`src/nvm_pkg.sv`:
```
// constants and types shared by the serial nonvolatile memory access block
package nvm_pkg;
  localparam int ARRAY_BYTES = 256;
  localparam int PAGE_BYTES = 8;
  localparam int PROT_BYTES = 16;
  localparam logic [7:0] PROT_LAST = 8'h0F;
  localparam logic [7:0] UNLOCK_KEY1 = 8'h55;
  localparam logic [7:0] UNLOCK_KEY2 = 8'hAA;
  localparam int WIP_BIT = 0;
  localparam int WEL_BIT = 1;
  localparam int SEL_LSB = 2;
  localparam logic [1:0] PROTECT_RESET = 2'h0;
  localparam int CLK_MHZ = 100;
  localparam int WRITE_TIME_US = 5000;
  localparam int WRITE_CYCLES = WRITE_TIME_US * CLK_MHZ;
  // opcode defaults are arbitrary, override per part
  localparam logic [7:0] OP_SR_READ = 8'h05;
  localparam logic [7:0] OP_SR_WRITE = 8'h01;
  localparam logic [7:0] OP_WR_EN = 8'h06;
  localparam logic [7:0] OP_WR_DIS = 8'h04;
  localparam logic [7:0] OP_ARR_READ = 8'h03;
  localparam logic [7:0] OP_ARR_WRITE = 8'h02;
  localparam logic [7:0] OP_PROT_READ = 8'h33;
  localparam logic [7:0] OP_PROT_WRITE = 8'h32;
  localparam logic [7:0] OP_UNLOCK = 8'h14;
  typedef enum logic [2:0] {
    ST_OPCODE = 3'h0,
    ST_ADDR = 3'h1,
    ST_DATA = 3'h2,
    ST_READ = 3'h3,
    ST_IGNORE = 3'h4
  } frame_state_e;
  typedef enum logic [3:0] {
    CMD_NONE = 4'h0,
    CMD_SR_READ = 4'h1,
    CMD_SR_WRITE = 4'h2,
    CMD_WR_EN = 4'h3,
    CMD_WR_DIS = 4'h4,
    CMD_ARR_READ = 4'h5,
    CMD_ARR_WRITE = 4'h6,
    CMD_PROT_READ = 4'h7,
    CMD_PROT_WRITE = 4'h8,
    CMD_UNLOCK = 4'h9
  } cmd_e;
endpackage

```
`src/nvm_links_if.sv`:
```
// carriers between the sequencer, the serial engine and the memory
`timescale 1ns/1ps
interface spi_link_if;
  logic byteValid;
  logic [7:0] rxByte;
  logic frameEnd;
  logic aligned;
  logic txLoad;
  logic [7:0] txByte;
  modport engine(output byteValid, rxByte, frameEnd, aligned, input txLoad, txByte);
  modport seq(input byteValid, rxByte, frameEnd, aligned, output txLoad, txByte);
endinterface

interface nvm_mem_if;
  logic rdSel;
  logic [7:0] rdAddr;
  logic [7:0] rdData;
  logic bufWr;
  logic bufClr;
  logic [2:0] bufIdx;
  logic [7:0] bufData;
  logic commit;
  logic commitSel;
  logic [7:0] commitPage;
  modport mem(input rdSel, rdAddr, bufWr, bufClr, bufIdx, bufData, commit, commitSel,
    commitPage, output rdData);
  modport seq(output rdSel, rdAddr, bufWr, bufClr, bufIdx, bufData, commit, commitSel,
    commitPage, input rdData);
endinterface

```
`src/spi_bit_engine.sv`:
```
// serial slave bit engine: pin synchronisers, byte assembly, reply shifter
`timescale 1ns/1ps
module spi_bit_engine (
  input wire logic clk,
  input wire logic rst,
  input wire logic csN,
  input wire logic sck,
  input wire logic si,
  output logic so,
  spi_link_if.engine lnk
);
  logic [1:0] csSync_q;
  logic [1:0] sckSync_q;
  logic [1:0] siSync_q;
  logic csPrev_q;
  logic sckPrev_q;
  logic [2:0] bitCnt_q, bitCnt_d;
  logic [6:0] rx_q, rx_d;
  logic [7:0] tx_q, tx_d;
  logic csHigh;
  logic sckRise;
  logic sckFall;

  // pins come from the host clock domain, two stages before use
  always_ff @(posedge clk or posedge rst) begin
    if (rst) begin
      csSync_q <= 2'h3;
      sckSync_q <= 2'h0;
      siSync_q <= 2'h0;
      csPrev_q <= 1'b1;
      sckPrev_q <= 1'b0;
    end else begin
      csSync_q <= {csSync_q[0], csN};
      sckSync_q <= {sckSync_q[0], sck};
      siSync_q <= {siSync_q[0], si};
      csPrev_q <= csSync_q[1];
      sckPrev_q <= sckSync_q[1];
    end
  end

  assign csHigh = csSync_q[1];
  assign sckRise = sckSync_q[1] & ~sckPrev_q & ~csHigh;
  assign sckFall = ~sckSync_q[1] & sckPrev_q & ~csHigh;
  assign lnk.frameEnd = csHigh & ~csPrev_q;
  assign lnk.aligned = (bitCnt_q == 3'h0);
  assign lnk.byteValid = sckRise & (bitCnt_q == 3'h7);
  assign lnk.rxByte = {rx_q, siSync_q[1]};
  assign so = tx_q[7];

  always_comb begin
    bitCnt_d = bitCnt_q;
    rx_d = rx_q;
    tx_d = tx_q;
    if (csHigh) begin
      bitCnt_d = 3'h0;
      // reply line idles low, so no stale bit shows between frames
      tx_d = 8'h00;
    end else begin
      if (sckRise) begin
        rx_d = {rx_q[5:0], siSync_q[1]};
        bitCnt_d = bitCnt_q + 3'h1;
      end
      // no shift on the first falling edge so a fresh byte shows its msb
      if (sckFall && bitCnt_q != 3'h0) begin
        tx_d = {tx_q[6:0], 1'b0};
      end
    end
    if (lnk.txLoad) begin
      tx_d = lnk.txByte;
    end
  end

  always_ff @(posedge clk or posedge rst) begin
    if (rst) begin
      bitCnt_q <= 3'h0;
      rx_q <= 7'h00;
      tx_q <= 8'h00;
    end else begin
      bitCnt_q <= bitCnt_d;
      rx_q <= rx_d;
      tx_q <= tx_d;
    end
  end
endmodule // spi_bit_engine

```
`src/nvm_store.sv`:
```
// main array, protected array and the page buffer that feeds them
`timescale 1ns/1ps
module nvm_store #(
  parameter int ARRAY_BYTES = nvm_pkg::ARRAY_BYTES
) (
  input wire logic clk,
  input wire logic rst,
  nvm_mem_if.mem m
);
  localparam int AW = $clog2(ARRAY_BYTES);
  logic [7:0] mainMem [ARRAY_BYTES];
  logic [7:0] protMem [nvm_pkg::PROT_BYTES];
  logic [7:0] pageBuf [nvm_pkg::PAGE_BYTES];
  logic [nvm_pkg::PAGE_BYTES-1:0] mask_q, mask_d;

  assign m.rdData = m.rdSel ? protMem[m.rdAddr[3:0]] : mainMem[m.rdAddr[AW-1:0]];

  always_comb begin
    mask_d = mask_q;
    if (m.bufClr || m.commit) begin
      mask_d = '0;
    end
    if (m.bufWr) begin
      mask_d[m.bufIdx] = 1'b1;
    end
  end

  always_ff @(posedge clk or posedge rst) begin
    if (rst) begin
      mask_q <= '0;
    end else begin
      mask_q <= mask_d;
    end
  end

  always_ff @(posedge clk) begin
    if (m.bufWr) begin
      pageBuf[m.bufIdx] <= m.bufData;
    end
  end

  for (genvar i = 0; i < nvm_pkg::PAGE_BYTES; i++) begin : g_slot
    // contents are nonvolatile, so no reset on the arrays
    always_ff @(posedge clk) begin
      if (m.commit && mask_q[i]) begin
        if (m.commitSel) begin
          protMem[{m.commitPage[3], 3'(i)}] <= pageBuf[i];
        end else begin
          mainMem[{m.commitPage[AW-1:3], 3'(i)}] <= pageBuf[i];
        end
      end
    end
  end
endmodule // nvm_store

```
`src/spi_nvm_status_access.sv`:
```
// serial slave sequencer for status register, array and protected region
`timescale 1ns/1ps
module spi_nvm_status_access #(
  parameter int ARRAY_BYTES = nvm_pkg::ARRAY_BYTES,
  parameter int WRITE_CYCLES = nvm_pkg::WRITE_CYCLES,
  parameter logic [7:0] OP_SR_READ = nvm_pkg::OP_SR_READ,
  parameter logic [7:0] OP_SR_WRITE = nvm_pkg::OP_SR_WRITE,
  parameter logic [7:0] OP_WR_EN = nvm_pkg::OP_WR_EN,
  parameter logic [7:0] OP_WR_DIS = nvm_pkg::OP_WR_DIS,
  parameter logic [7:0] OP_ARR_READ = nvm_pkg::OP_ARR_READ,
  parameter logic [7:0] OP_ARR_WRITE = nvm_pkg::OP_ARR_WRITE,
  parameter logic [7:0] OP_PROT_READ = nvm_pkg::OP_PROT_READ,
  parameter logic [7:0] OP_PROT_WRITE = nvm_pkg::OP_PROT_WRITE,
  parameter logic [7:0] OP_UNLOCK = nvm_pkg::OP_UNLOCK
) (
  input wire logic clk,
  input wire logic rst,
  input wire logic csN,
  input wire logic sck,
  input wire logic si,
  output logic so,
  output logic soOe,
  output logic writeInProgress,
  output logic writeEnableLatch,
  output logic [1:0] protectSelect
);
  localparam int TW = $clog2(WRITE_CYCLES + 1);
  localparam logic [7:0] ARR_MASK = 8'(ARRAY_BYTES - 1);
  localparam logic [7:0] QUARTER3 = 8'(ARRAY_BYTES * 3 / 4);
  localparam logic [7:0] HALF = 8'(ARRAY_BYTES / 2);

  spi_link_if lnk ();
  nvm_mem_if mem ();

  spi_bit_engine u_engine (
    .clk(clk),
    .rst(rst),
    .csN(csN),
    .sck(sck),
    .si(si),
    .so(so),
    .lnk(lnk)
  );

  nvm_store #(.ARRAY_BYTES(ARRAY_BYTES)) u_store (
    .clk(clk),
    .rst(rst),
    .m(mem)
  );

  nvm_pkg::frame_state_e state_q, state_d;
  nvm_pkg::cmd_e cmd_q, cmd_d, cmdDec;
  logic [1:0] bytes_q, bytes_d;
  logic [7:0] ptr_q, ptr_d;
  logic [7:0] data_q, data_d;
  logic sel_q, sel_d;
  logic ignored_q, ignored_d;
  logic soOe_q, soOe_d;
  logic wel_q, wel_d;
  logic wip_q, wip_d;
  logic [1:0] protSel_q, protSel_d;
  logic [1:0] stage_q, stage_d;
  logic [TW-1:0] timer_q, timer_d;
  logic [7:0] status;
  logic isRead;
  logic startWrite;
  logic pageLocked;
  logic wholeFrame;

  assign soOe = soOe_q;
  assign writeInProgress = wip_q;
  assign writeEnableLatch = wel_q;
  assign protectSelect = protSel_q;

  always_comb begin
    cmdDec = nvm_pkg::CMD_NONE;
    if (lnk.rxByte == OP_SR_READ) cmdDec = nvm_pkg::CMD_SR_READ;
    if (lnk.rxByte == OP_SR_WRITE) cmdDec = nvm_pkg::CMD_SR_WRITE;
    if (lnk.rxByte == OP_WR_EN) cmdDec = nvm_pkg::CMD_WR_EN;
    if (lnk.rxByte == OP_WR_DIS) cmdDec = nvm_pkg::CMD_WR_DIS;
    if (lnk.rxByte == OP_ARR_READ) cmdDec = nvm_pkg::CMD_ARR_READ;
    if (lnk.rxByte == OP_ARR_WRITE) cmdDec = nvm_pkg::CMD_ARR_WRITE;
    if (lnk.rxByte == OP_PROT_READ) cmdDec = nvm_pkg::CMD_PROT_READ;
    if (lnk.rxByte == OP_PROT_WRITE) cmdDec = nvm_pkg::CMD_PROT_WRITE;
    if (lnk.rxByte == OP_UNLOCK) cmdDec = nvm_pkg::CMD_UNLOCK;
  end

  always_comb begin
    status = 8'h00;
    status[nvm_pkg::WIP_BIT] = wip_q;
    status[nvm_pkg::WEL_BIT] = wel_q;
    status[nvm_pkg::SEL_LSB +: 2] = protSel_q;
  end

  always_comb begin
    case (protSel_q)
      2'h0: pageLocked = 1'b0;
      2'h1: pageLocked = (ptr_q & ARR_MASK) >= QUARTER3;
      2'h2: pageLocked = (ptr_q & ARR_MASK) >= HALF;
      default: pageLocked = 1'b1;
    endcase
  end

  assign isRead = (cmd_q == nvm_pkg::CMD_ARR_READ) || (cmd_q == nvm_pkg::CMD_PROT_READ);
  assign wholeFrame = lnk.aligned && !ignored_q;
  assign mem.rdSel = sel_q;
  assign mem.rdAddr = (state_q == nvm_pkg::ST_ADDR) ? lnk.rxByte : ptr_q;
  assign mem.bufData = lnk.rxByte;
  assign mem.bufIdx = ptr_q[2:0];
  assign mem.commitSel = sel_q;
  assign mem.commitPage = ptr_q;

  function automatic logic [7:0] nextPtr(input logic [7:0] p, input logic prot);
    nextPtr = (p + 8'h01) & (prot ? nvm_pkg::PROT_LAST : ARR_MASK);
  endfunction

  always_comb begin
    state_d = state_q;
    cmd_d = cmd_q;
    bytes_d = bytes_q;
    ptr_d = ptr_q;
    data_d = data_q;
    sel_d = sel_q;
    ignored_d = ignored_q;
    soOe_d = soOe_q;
    wel_d = wel_q;
    wip_d = wip_q;
    protSel_d = protSel_q;
    stage_d = stage_q;
    timer_d = timer_q;
    startWrite = 1'b0;
    lnk.txLoad = 1'b0;
    lnk.txByte = mem.rdData;
    mem.bufWr = 1'b0;
    mem.bufClr = 1'b0;
    mem.commit = 1'b0;

    if (wip_q) begin
      if (timer_q == '0) begin
        wip_d = 1'b0;
        wel_d = 1'b0;
      end else begin
        timer_d = timer_q - TW'(1);
      end
    end

    if (lnk.byteValid) begin
      if (bytes_q != 2'h3) begin
        bytes_d = bytes_q + 2'h1;
      end
      case (state_q)
        nvm_pkg::ST_OPCODE: begin
          cmd_d = cmdDec;
          sel_d = (cmdDec == nvm_pkg::CMD_PROT_READ) || (cmdDec == nvm_pkg::CMD_PROT_WRITE);
          state_d = nvm_pkg::ST_IGNORE;
          if (cmdDec == nvm_pkg::CMD_SR_READ) begin
            lnk.txLoad = 1'b1;
            lnk.txByte = status;
            soOe_d = 1'b1;
            state_d = nvm_pkg::ST_READ;
          end else if (wip_q) begin
            ignored_d = 1'b1;
          end else if (cmdDec == nvm_pkg::CMD_SR_WRITE || cmdDec == nvm_pkg::CMD_UNLOCK) begin
            state_d = nvm_pkg::ST_DATA;
          end else if (cmdDec == nvm_pkg::CMD_ARR_READ || cmdDec == nvm_pkg::CMD_ARR_WRITE ||
              cmdDec == nvm_pkg::CMD_PROT_READ || cmdDec == nvm_pkg::CMD_PROT_WRITE) begin
            state_d = nvm_pkg::ST_ADDR;
          end
        end
        nvm_pkg::ST_ADDR: begin
          if (sel_q && lnk.rxByte > nvm_pkg::PROT_LAST) begin
            ignored_d = 1'b1;
            state_d = nvm_pkg::ST_IGNORE;
          end else if (isRead) begin
            lnk.txLoad = 1'b1;
            soOe_d = 1'b1;
            ptr_d = nextPtr(lnk.rxByte, sel_q);
            state_d = nvm_pkg::ST_READ;
          end else begin
            ptr_d = lnk.rxByte;
            mem.bufClr = 1'b1;
            state_d = nvm_pkg::ST_DATA;
          end
        end
        nvm_pkg::ST_DATA: begin
          if (cmd_q == nvm_pkg::CMD_ARR_WRITE || cmd_q == nvm_pkg::CMD_PROT_WRITE) begin
            mem.bufWr = 1'b1;
            ptr_d = {ptr_q[7:3], ptr_q[2:0] + 3'h1};
          end else begin
            data_d = lnk.rxByte;
          end
        end
        nvm_pkg::ST_READ: begin
          lnk.txLoad = 1'b1;
          if (cmd_q == nvm_pkg::CMD_SR_READ) begin
            lnk.txByte = status;
          end else begin
            ptr_d = nextPtr(ptr_q, sel_q);
          end
        end
        default: begin
          state_d = state_q;
        end
      endcase
    end

    if (lnk.frameEnd) begin
      state_d = nvm_pkg::ST_OPCODE;
      cmd_d = nvm_pkg::CMD_NONE;
      bytes_d = 2'h0;
      soOe_d = 1'b0;
      ignored_d = 1'b0;
      if (!ignored_q) begin
        case (cmd_q)
          nvm_pkg::CMD_WR_EN: begin
            if (wholeFrame && bytes_q == 2'h1) wel_d = 1'b1;
          end
          nvm_pkg::CMD_WR_DIS: begin
            if (wholeFrame && bytes_q == 2'h1) wel_d = 1'b0;
          end
          nvm_pkg::CMD_SR_WRITE: begin
            if (wholeFrame && bytes_q == 2'h2 && wel_q) begin
              protSel_d = data_q[nvm_pkg::SEL_LSB +: 2];
              startWrite = 1'b1;
            end
          end
          nvm_pkg::CMD_UNLOCK: begin
            if (wholeFrame && bytes_q == 2'h2 && wel_q && stage_q == 2'h0 &&
                data_q == nvm_pkg::UNLOCK_KEY1) begin
              stage_d = 2'h1;
            end else if (wholeFrame && bytes_q == 2'h2 && wel_q && stage_q == 2'h1 &&
                data_q == nvm_pkg::UNLOCK_KEY2) begin
              stage_d = 2'h2;
            end else begin
              stage_d = 2'h0;
              wel_d = 1'b0;
            end
          end
          nvm_pkg::CMD_ARR_WRITE: begin
            if (wholeFrame && bytes_q == 2'h3 && wel_q && !pageLocked) begin
              mem.commit = 1'b1;
              startWrite = 1'b1;
            end
          end
          nvm_pkg::CMD_PROT_WRITE: begin
            if (wholeFrame && bytes_q == 2'h3 && wel_q && stage_q == 2'h2) begin
              mem.commit = 1'b1;
              startWrite = 1'b1;
            end else begin
              wel_d = 1'b0;
            end
            stage_d = 2'h0;
          end
          default: begin
            stage_d = stage_q;
          end
        endcase
        if (stage_q != 2'h0 && cmd_q != nvm_pkg::CMD_SR_READ && cmd_q != nvm_pkg::CMD_NONE &&
            cmd_q != nvm_pkg::CMD_UNLOCK && cmd_q != nvm_pkg::CMD_PROT_WRITE) begin
          stage_d = 2'h0;
          wel_d = 1'b0;
        end
      end
    end

    // latch clears once the write completes
    if (startWrite) begin
      wip_d = 1'b1;
      timer_d = TW'(WRITE_CYCLES - 1);
    end
  end

  always_ff @(posedge clk or posedge rst) begin
    if (rst) begin
      state_q <= nvm_pkg::ST_OPCODE;
      cmd_q <= nvm_pkg::CMD_NONE;
      bytes_q <= 2'h0;
      ptr_q <= 8'h00;
      data_q <= 8'h00;
      sel_q <= 1'b0;
      ignored_q <= 1'b0;
      soOe_q <= 1'b0;
      wel_q <= 1'b0;
      wip_q <= 1'b0;
      protSel_q <= nvm_pkg::PROTECT_RESET;
      stage_q <= 2'h0;
      timer_q <= '0;
    end else begin
      state_q <= state_d;
      cmd_q <= cmd_d;
      bytes_q <= bytes_d;
      ptr_q <= ptr_d;
      data_q <= data_d;
      sel_q <= sel_d;
      ignored_q <= ignored_d;
      soOe_q <= soOe_d;
      wel_q <= wel_d;
      wip_q <= wip_d;
      protSel_q <= protSel_d;
      stage_q <= stage_d;
      timer_q <= timer_d;
    end
  end
endmodule // spi_nvm_status_access

```
`config.mk`:
```
export PLATFORM = sky130hd
export DESIGN_NAME = spi_nvm_status_access
export DESIGN_NICKNAME = d
export VERILOG_FILES = /design/src/nvm_pkg.sv /design/src/nvm_links_if.sv /design/src/spi_bit_engine.sv /design/src/nvm_store.sv /design/src/spi_nvm_status_access.sv
export SDC_FILE = /design/constraint.sdc
export NUM_CORES = 2
export LEC_CHECK = 0
export ABC_AREA = 0
export ABC_CLOCK_PERIOD_IN_PS = 4500
export BUFFER_PORTS_ARGS = -buffer_cell sky130_fd_sc_hd__buf_2
export CAP_MARGIN = 20
export CORE_UTILIZATION = 35
export CTS_BUF_LIST = sky130_fd_sc_hd__clkbuf_4
export CTS_CLUSTER_DIAMETER = 80
export DETAILED_ROUTE_END_ITERATION = 10
export PLACE_DENSITY_LB_ADDON = 0.08
export SETUP_SLACK_MARGIN = 0.02
export SYNTH_ARGS = -nofsm -noshare
export SYNTH_HDL_FRONTEND = slang
export SYNTH_SLANG_ARGS = --single-unit
```
`constraint.sdc`:
```
create_clock -name clk -period 4.5 [get_ports clk]
set_input_delay 1.125 -clock clk [delete_from_list [all_inputs] [get_ports clk]]
set_output_delay 1.125 -clock clk [all_outputs]
set_load 0.01 [all_outputs]
```
==> flow_summary_export.csv <==
group,metric,value,unit
status,run_status,"complete, but fails checks",
status,violations,"setup timing",
floorplan,die_y,521,µm
pwr,swShare,23.2,%
cts,clk_latency,1.60,ns
setup_path,critical-path-top-delay-family,"simple AND/OR/NAND/NOR gates",
pwr,power_frac_seq,53.1,%
layout,num-nets-final,7780,
grt,grt_pass1_vias,66295,
floorplan,die_area,271000,µm²
yosys,synth.largest_area_cell,"edfxtp_1",
yosys,synth-seq-cells,2327,
timing,finalSetupViolCount,3,
yosys,synth_area_leaders,"edfxtp_1, nand2_1, mux2i_1",
cts,ctsRootBufferMaster,"clkbuf_4",
yosys,ys_warn_count,0,
setup_path,critPathMostFrequentCell,"buf_4",
floorplan,row_count,190,
timing,final_hold_viol_count,0,
yosys,synthTopCellsByCount,"edfxtp_1, nand2_1, nand3_1",
run,cap_violations,0,
timing,max_slew.worst_pin.slew,1.29,ns
timing,period_share,103,%
cts,cts_tree,"built",
setup_path,path_depth,13,
cts,htreeDepth,6,
setup_path,rr_worst_depth,13,
timing,rsz0062_at_grt,"true",
layout,post-route-util,41.7,%
yosys,syn_avg_cell_area,13.8,µm²
setup_path,r2r_end,"u_engine.tx_q[6]",
grt,antenna_found_initial,94,
grt,grtUsageTotal,33.4,%
yosys,synth_edf_count,2240,
timing,fmax,215,MHz
setup_path,cp_slowest_cell,"dfrtp_1",
cts,clkTransAtPathRegs,0.07,ns
routing,post_drt_wl_per_cell,38.9,µm
pwr,p_leak,39.1,nW
yosys,ys_types,78,
setup_path,crit_fanout,14,
grt,grt_pass1_wl,606,mm
setup_path,startpoint_type,"register",
floorplan,ioPinCount,11,
cts,clockBufferDepth,4,
setup_path,crit_buf_inv,4,
setup_path,slowest_delay,0.52,ns
pwr,power_density,397,nW/µm²
pwr,power_switching,10.3,mW
layout,area_growth,18.7,%
routing,vias_per_cell,5.90,
yosys,synthArstFlopShare,3.74,%
pwr,p_int,34.1,mW
cts,clkSinkCount,2327,
cts,numCtsBuffers,646,
floorplan,die_x,521,µm
pwr,pwr-share-comb,1.3,%
timing,relSlewSlack,13.4,%
yosys,yosysMostFrequentCell,"edfxtp_1",
setup_path,end_kind,"register",
yosys,synth_top_flop_cell,"edfxtp_1",
setup_path,rrSetupSlack,-0.16,ns
yosys,syn_area,94200,µm²
pwr,power.clock.fraction,45.6,%
routing,vias,69959,
yosys,netlist_instances,6804,
setup_path,cp.arrival,6.20,ns
place,hpwl,286,mm
setup_path,cp_data_required_time,6.04,ns
routing,drtIter0Drc,12773,
timing,slew_violations,0,
timing,finalWorstSetupSlack,-0.157,ns
routing,routed_wl,462,mm
layout,drive_gt1_share,23.1,%
place,pre_cts_ws,-0.544,ns
layout,nFillCells,25389,
yosys,synth_top_area_share,71.4,%
routing,drt_pass1_iterations,9,
floorplan,initial_utilization,35.2,%
timing,min_period,4.66,ns
grt,grt_max_degree,96,
setup_path,r2r_start,"state_q[1]",
grt,grt-ovfl-total,0,
place,io_buffers,10,
yosys,synthesis.nets,6822,
setup_path,crit_chain,"nor3b_4 > buf_4 > mux2_4 > nor2_1 > nand2_2 > buf_4 > o22ai_1 > nor4_2 > buf_4 > o221ai_1 > a41oi_1 > buf_4 > a211o_1",
place,place_congestion,0.944,
setup_path,crit_path_end,"u_engine.tx_q[6]",
routing,ant_nets,0,
setup_path,critical_path_class,"reg -> reg",
timing,hold_slack,0.222,ns
timing,skew,0.113,ns
min_path,hp-class,"in -> async",
floorplan,core_area,268000,µm²
routing,drc,0,
yosys,ys_seq_area_share,73.7,%
pwr,ir_worst_vdd,0.233,mV
setup_path,crit_start,"state_q[1]",
-- cell usage in the layout, fill, tap and decap left out, types with 15 or more instances in the layout --
cell type | netlist | layout
and2_1 | 20 | 19
a211oi_1 | 61 | 60
a32oi_1 | 25 | 25
a21oi_1 | 250 | 249
nand4_1 | 42 | 42
o22ai_1 | 48 | 48
or3_1 | 15 | 15
mux2_2 | 22 | 21
nand2_1 | 1481 | 1467
and3_1 | 43 | 43
edfxtp_1 | 2240 | 2240
mux2i_1 | 419 | 410
diode_2 | 0 | 46
a22oi_1 | 30 | 30
clkbuf_4 | 0 | 986
clkinv_1 | 0 | 89
a221oi_1 | 32 | 31
buf_4 | 20 | 629
a31oi_1 | 66 | 66
nor4_1 | 51 | 42
nor3_1 | 29 | 28
mux4_2 | 39 | 39
a311oi_1 | 20 | 20
nand3_1 | 651 | 651
o221ai_1 | 16 | 16
xnor2_1 | 15 | 15
dfrtp_1 | 84 | 84
o21ai_0 | 88 | 87
buf_12 | 0 | 73
inv_1 | 41 | 40
nor2_1 | 370 | 365
-- per-stage QoR --
stage | total power, mW | TNS (ns) | instances | area (µm²)
2_1_floorplan | 24.2 | 0 | 6804 | 94200
3_3_place_gp | 24.6 | -2.29 | 10643 | 103000
3_5_place_dp | 24.6 | -2.05 | 10651 | 103000
4_1_cts | 44.6 | -0.0222 | 11801 | 112000
5_1_grt | 45.7 | -0.0536 | 11811 | 112000
6_report | 44.4 | -0.260 | 11854 | 112000
-- power groups by stage --
stage	Sequential [mW]	Clock, mW	Combinational, mW
5_1_grt	23.6	21.5	0.583
3_3_place_gp	24.0	0	0.557
2_1_floorplan	24.0	0	0.237
6_report	23.6	20.3	0.576
3_5_place_dp	24.0	0	0.555
4_1_cts	23.6	20.5	0.561
-- metal layers --
| layer | global-route usage [%] | wire [µm] | up-vias |
|---|---|---|---|
| li1 | - | - | 27871 |
| met1 | 44.6 | 179000 | 35737 |
| met2 | 51.7 | 207000 | 5248 |
| met3 | 6.69 | 49500 | 1087 |
| met4 | 17.2 | 25700 | 16 |
| met5 | 0 | 147 | - |
-- worst min-delay path: cells and delay by family --
family,cells,cell delay (ns)
buf+inv,3,1.12
-- kinds of logic (layout without fill, tap and decap cells) --
kind of cell    after synthesis  in the layout  share of synthesized area [%]
compound gates              743            743                           5.15
xor+xnor                     21             21                          0.195
fa+ha+maj                    13             13                          0.173
buf+inv                     455           1907                           2.51
flops                      2327           2327                           73.7
mux                         481            481                           5.66
other cells                   0             46                              0
simple gates               2764           2764                           12.6
-- final cells by class --
type | count | area (µm²) | area share (%)
Sequential cell | 2327 | 69400 | 62.1
Multi-Input combinational cell | 4022 | 22800 | 20.4
Clock buffer | 986 | 7400 | 6.62
Timing Repair Buffer | 724 | 6370 | 5.70
Tap cell | 3552 | 4440 | 3.98
Clock inverter | 156 | 1090 | 0.977
Inverter | 41 | 156 | 0.140
Antenna cell | 46 | 115 | 0.103
-- registers in the layout, summed over array words and instances (netlist names), 2 cells and up --
register,count
u_engine.tx_q,8
bytes_q,2
state_q,3
u_engine.rx_q,7
u_store.mainMem,2048
u_engine.siSync_q,2
cmd_q,4
u_store.pageBuf,64
u_engine.csSync_q,2
u_store.protMem,128
mem.commitPage,8
timer_q,19
stage_q,2
u_store.mask_q,8
u_engine.bitCnt_q,3
u_engine.sckSync_q,2
data_q,8
protectSelect,2
-- what timing repair did --
action                                 4_1_cts  5_1_grt
hold buffers                                 4        0
endpoints found under the hold margin       35        0
pin swaps                                    1        2
setup endpoints to repair                    5        6
buffers inserted                             4        6
resized for setup                           20        4
-- worst min path at each step --
stage	slack [ns]	startpoint	endpoint
2_1_floorplan	0.33	u_engine.sckSync_q[0]	u_engine.sckSync_q[1]
3_5_place_dp	0.35	u_engine.sckSync_q[0]	u_engine.sckSync_q[1]
6_report	0.22	rst	u_engine.tx_q[4]
4_1_cts	0.08	rst	u_engine.tx_q[4]
3_3_place_gp	0.34	u_engine.sckSync_q[0]	u_engine.sckSync_q[1]
5_1_grt	0.22	rst	u_store.mask_q[1]
Note: power is estimated with default switching activity, not from simulation.
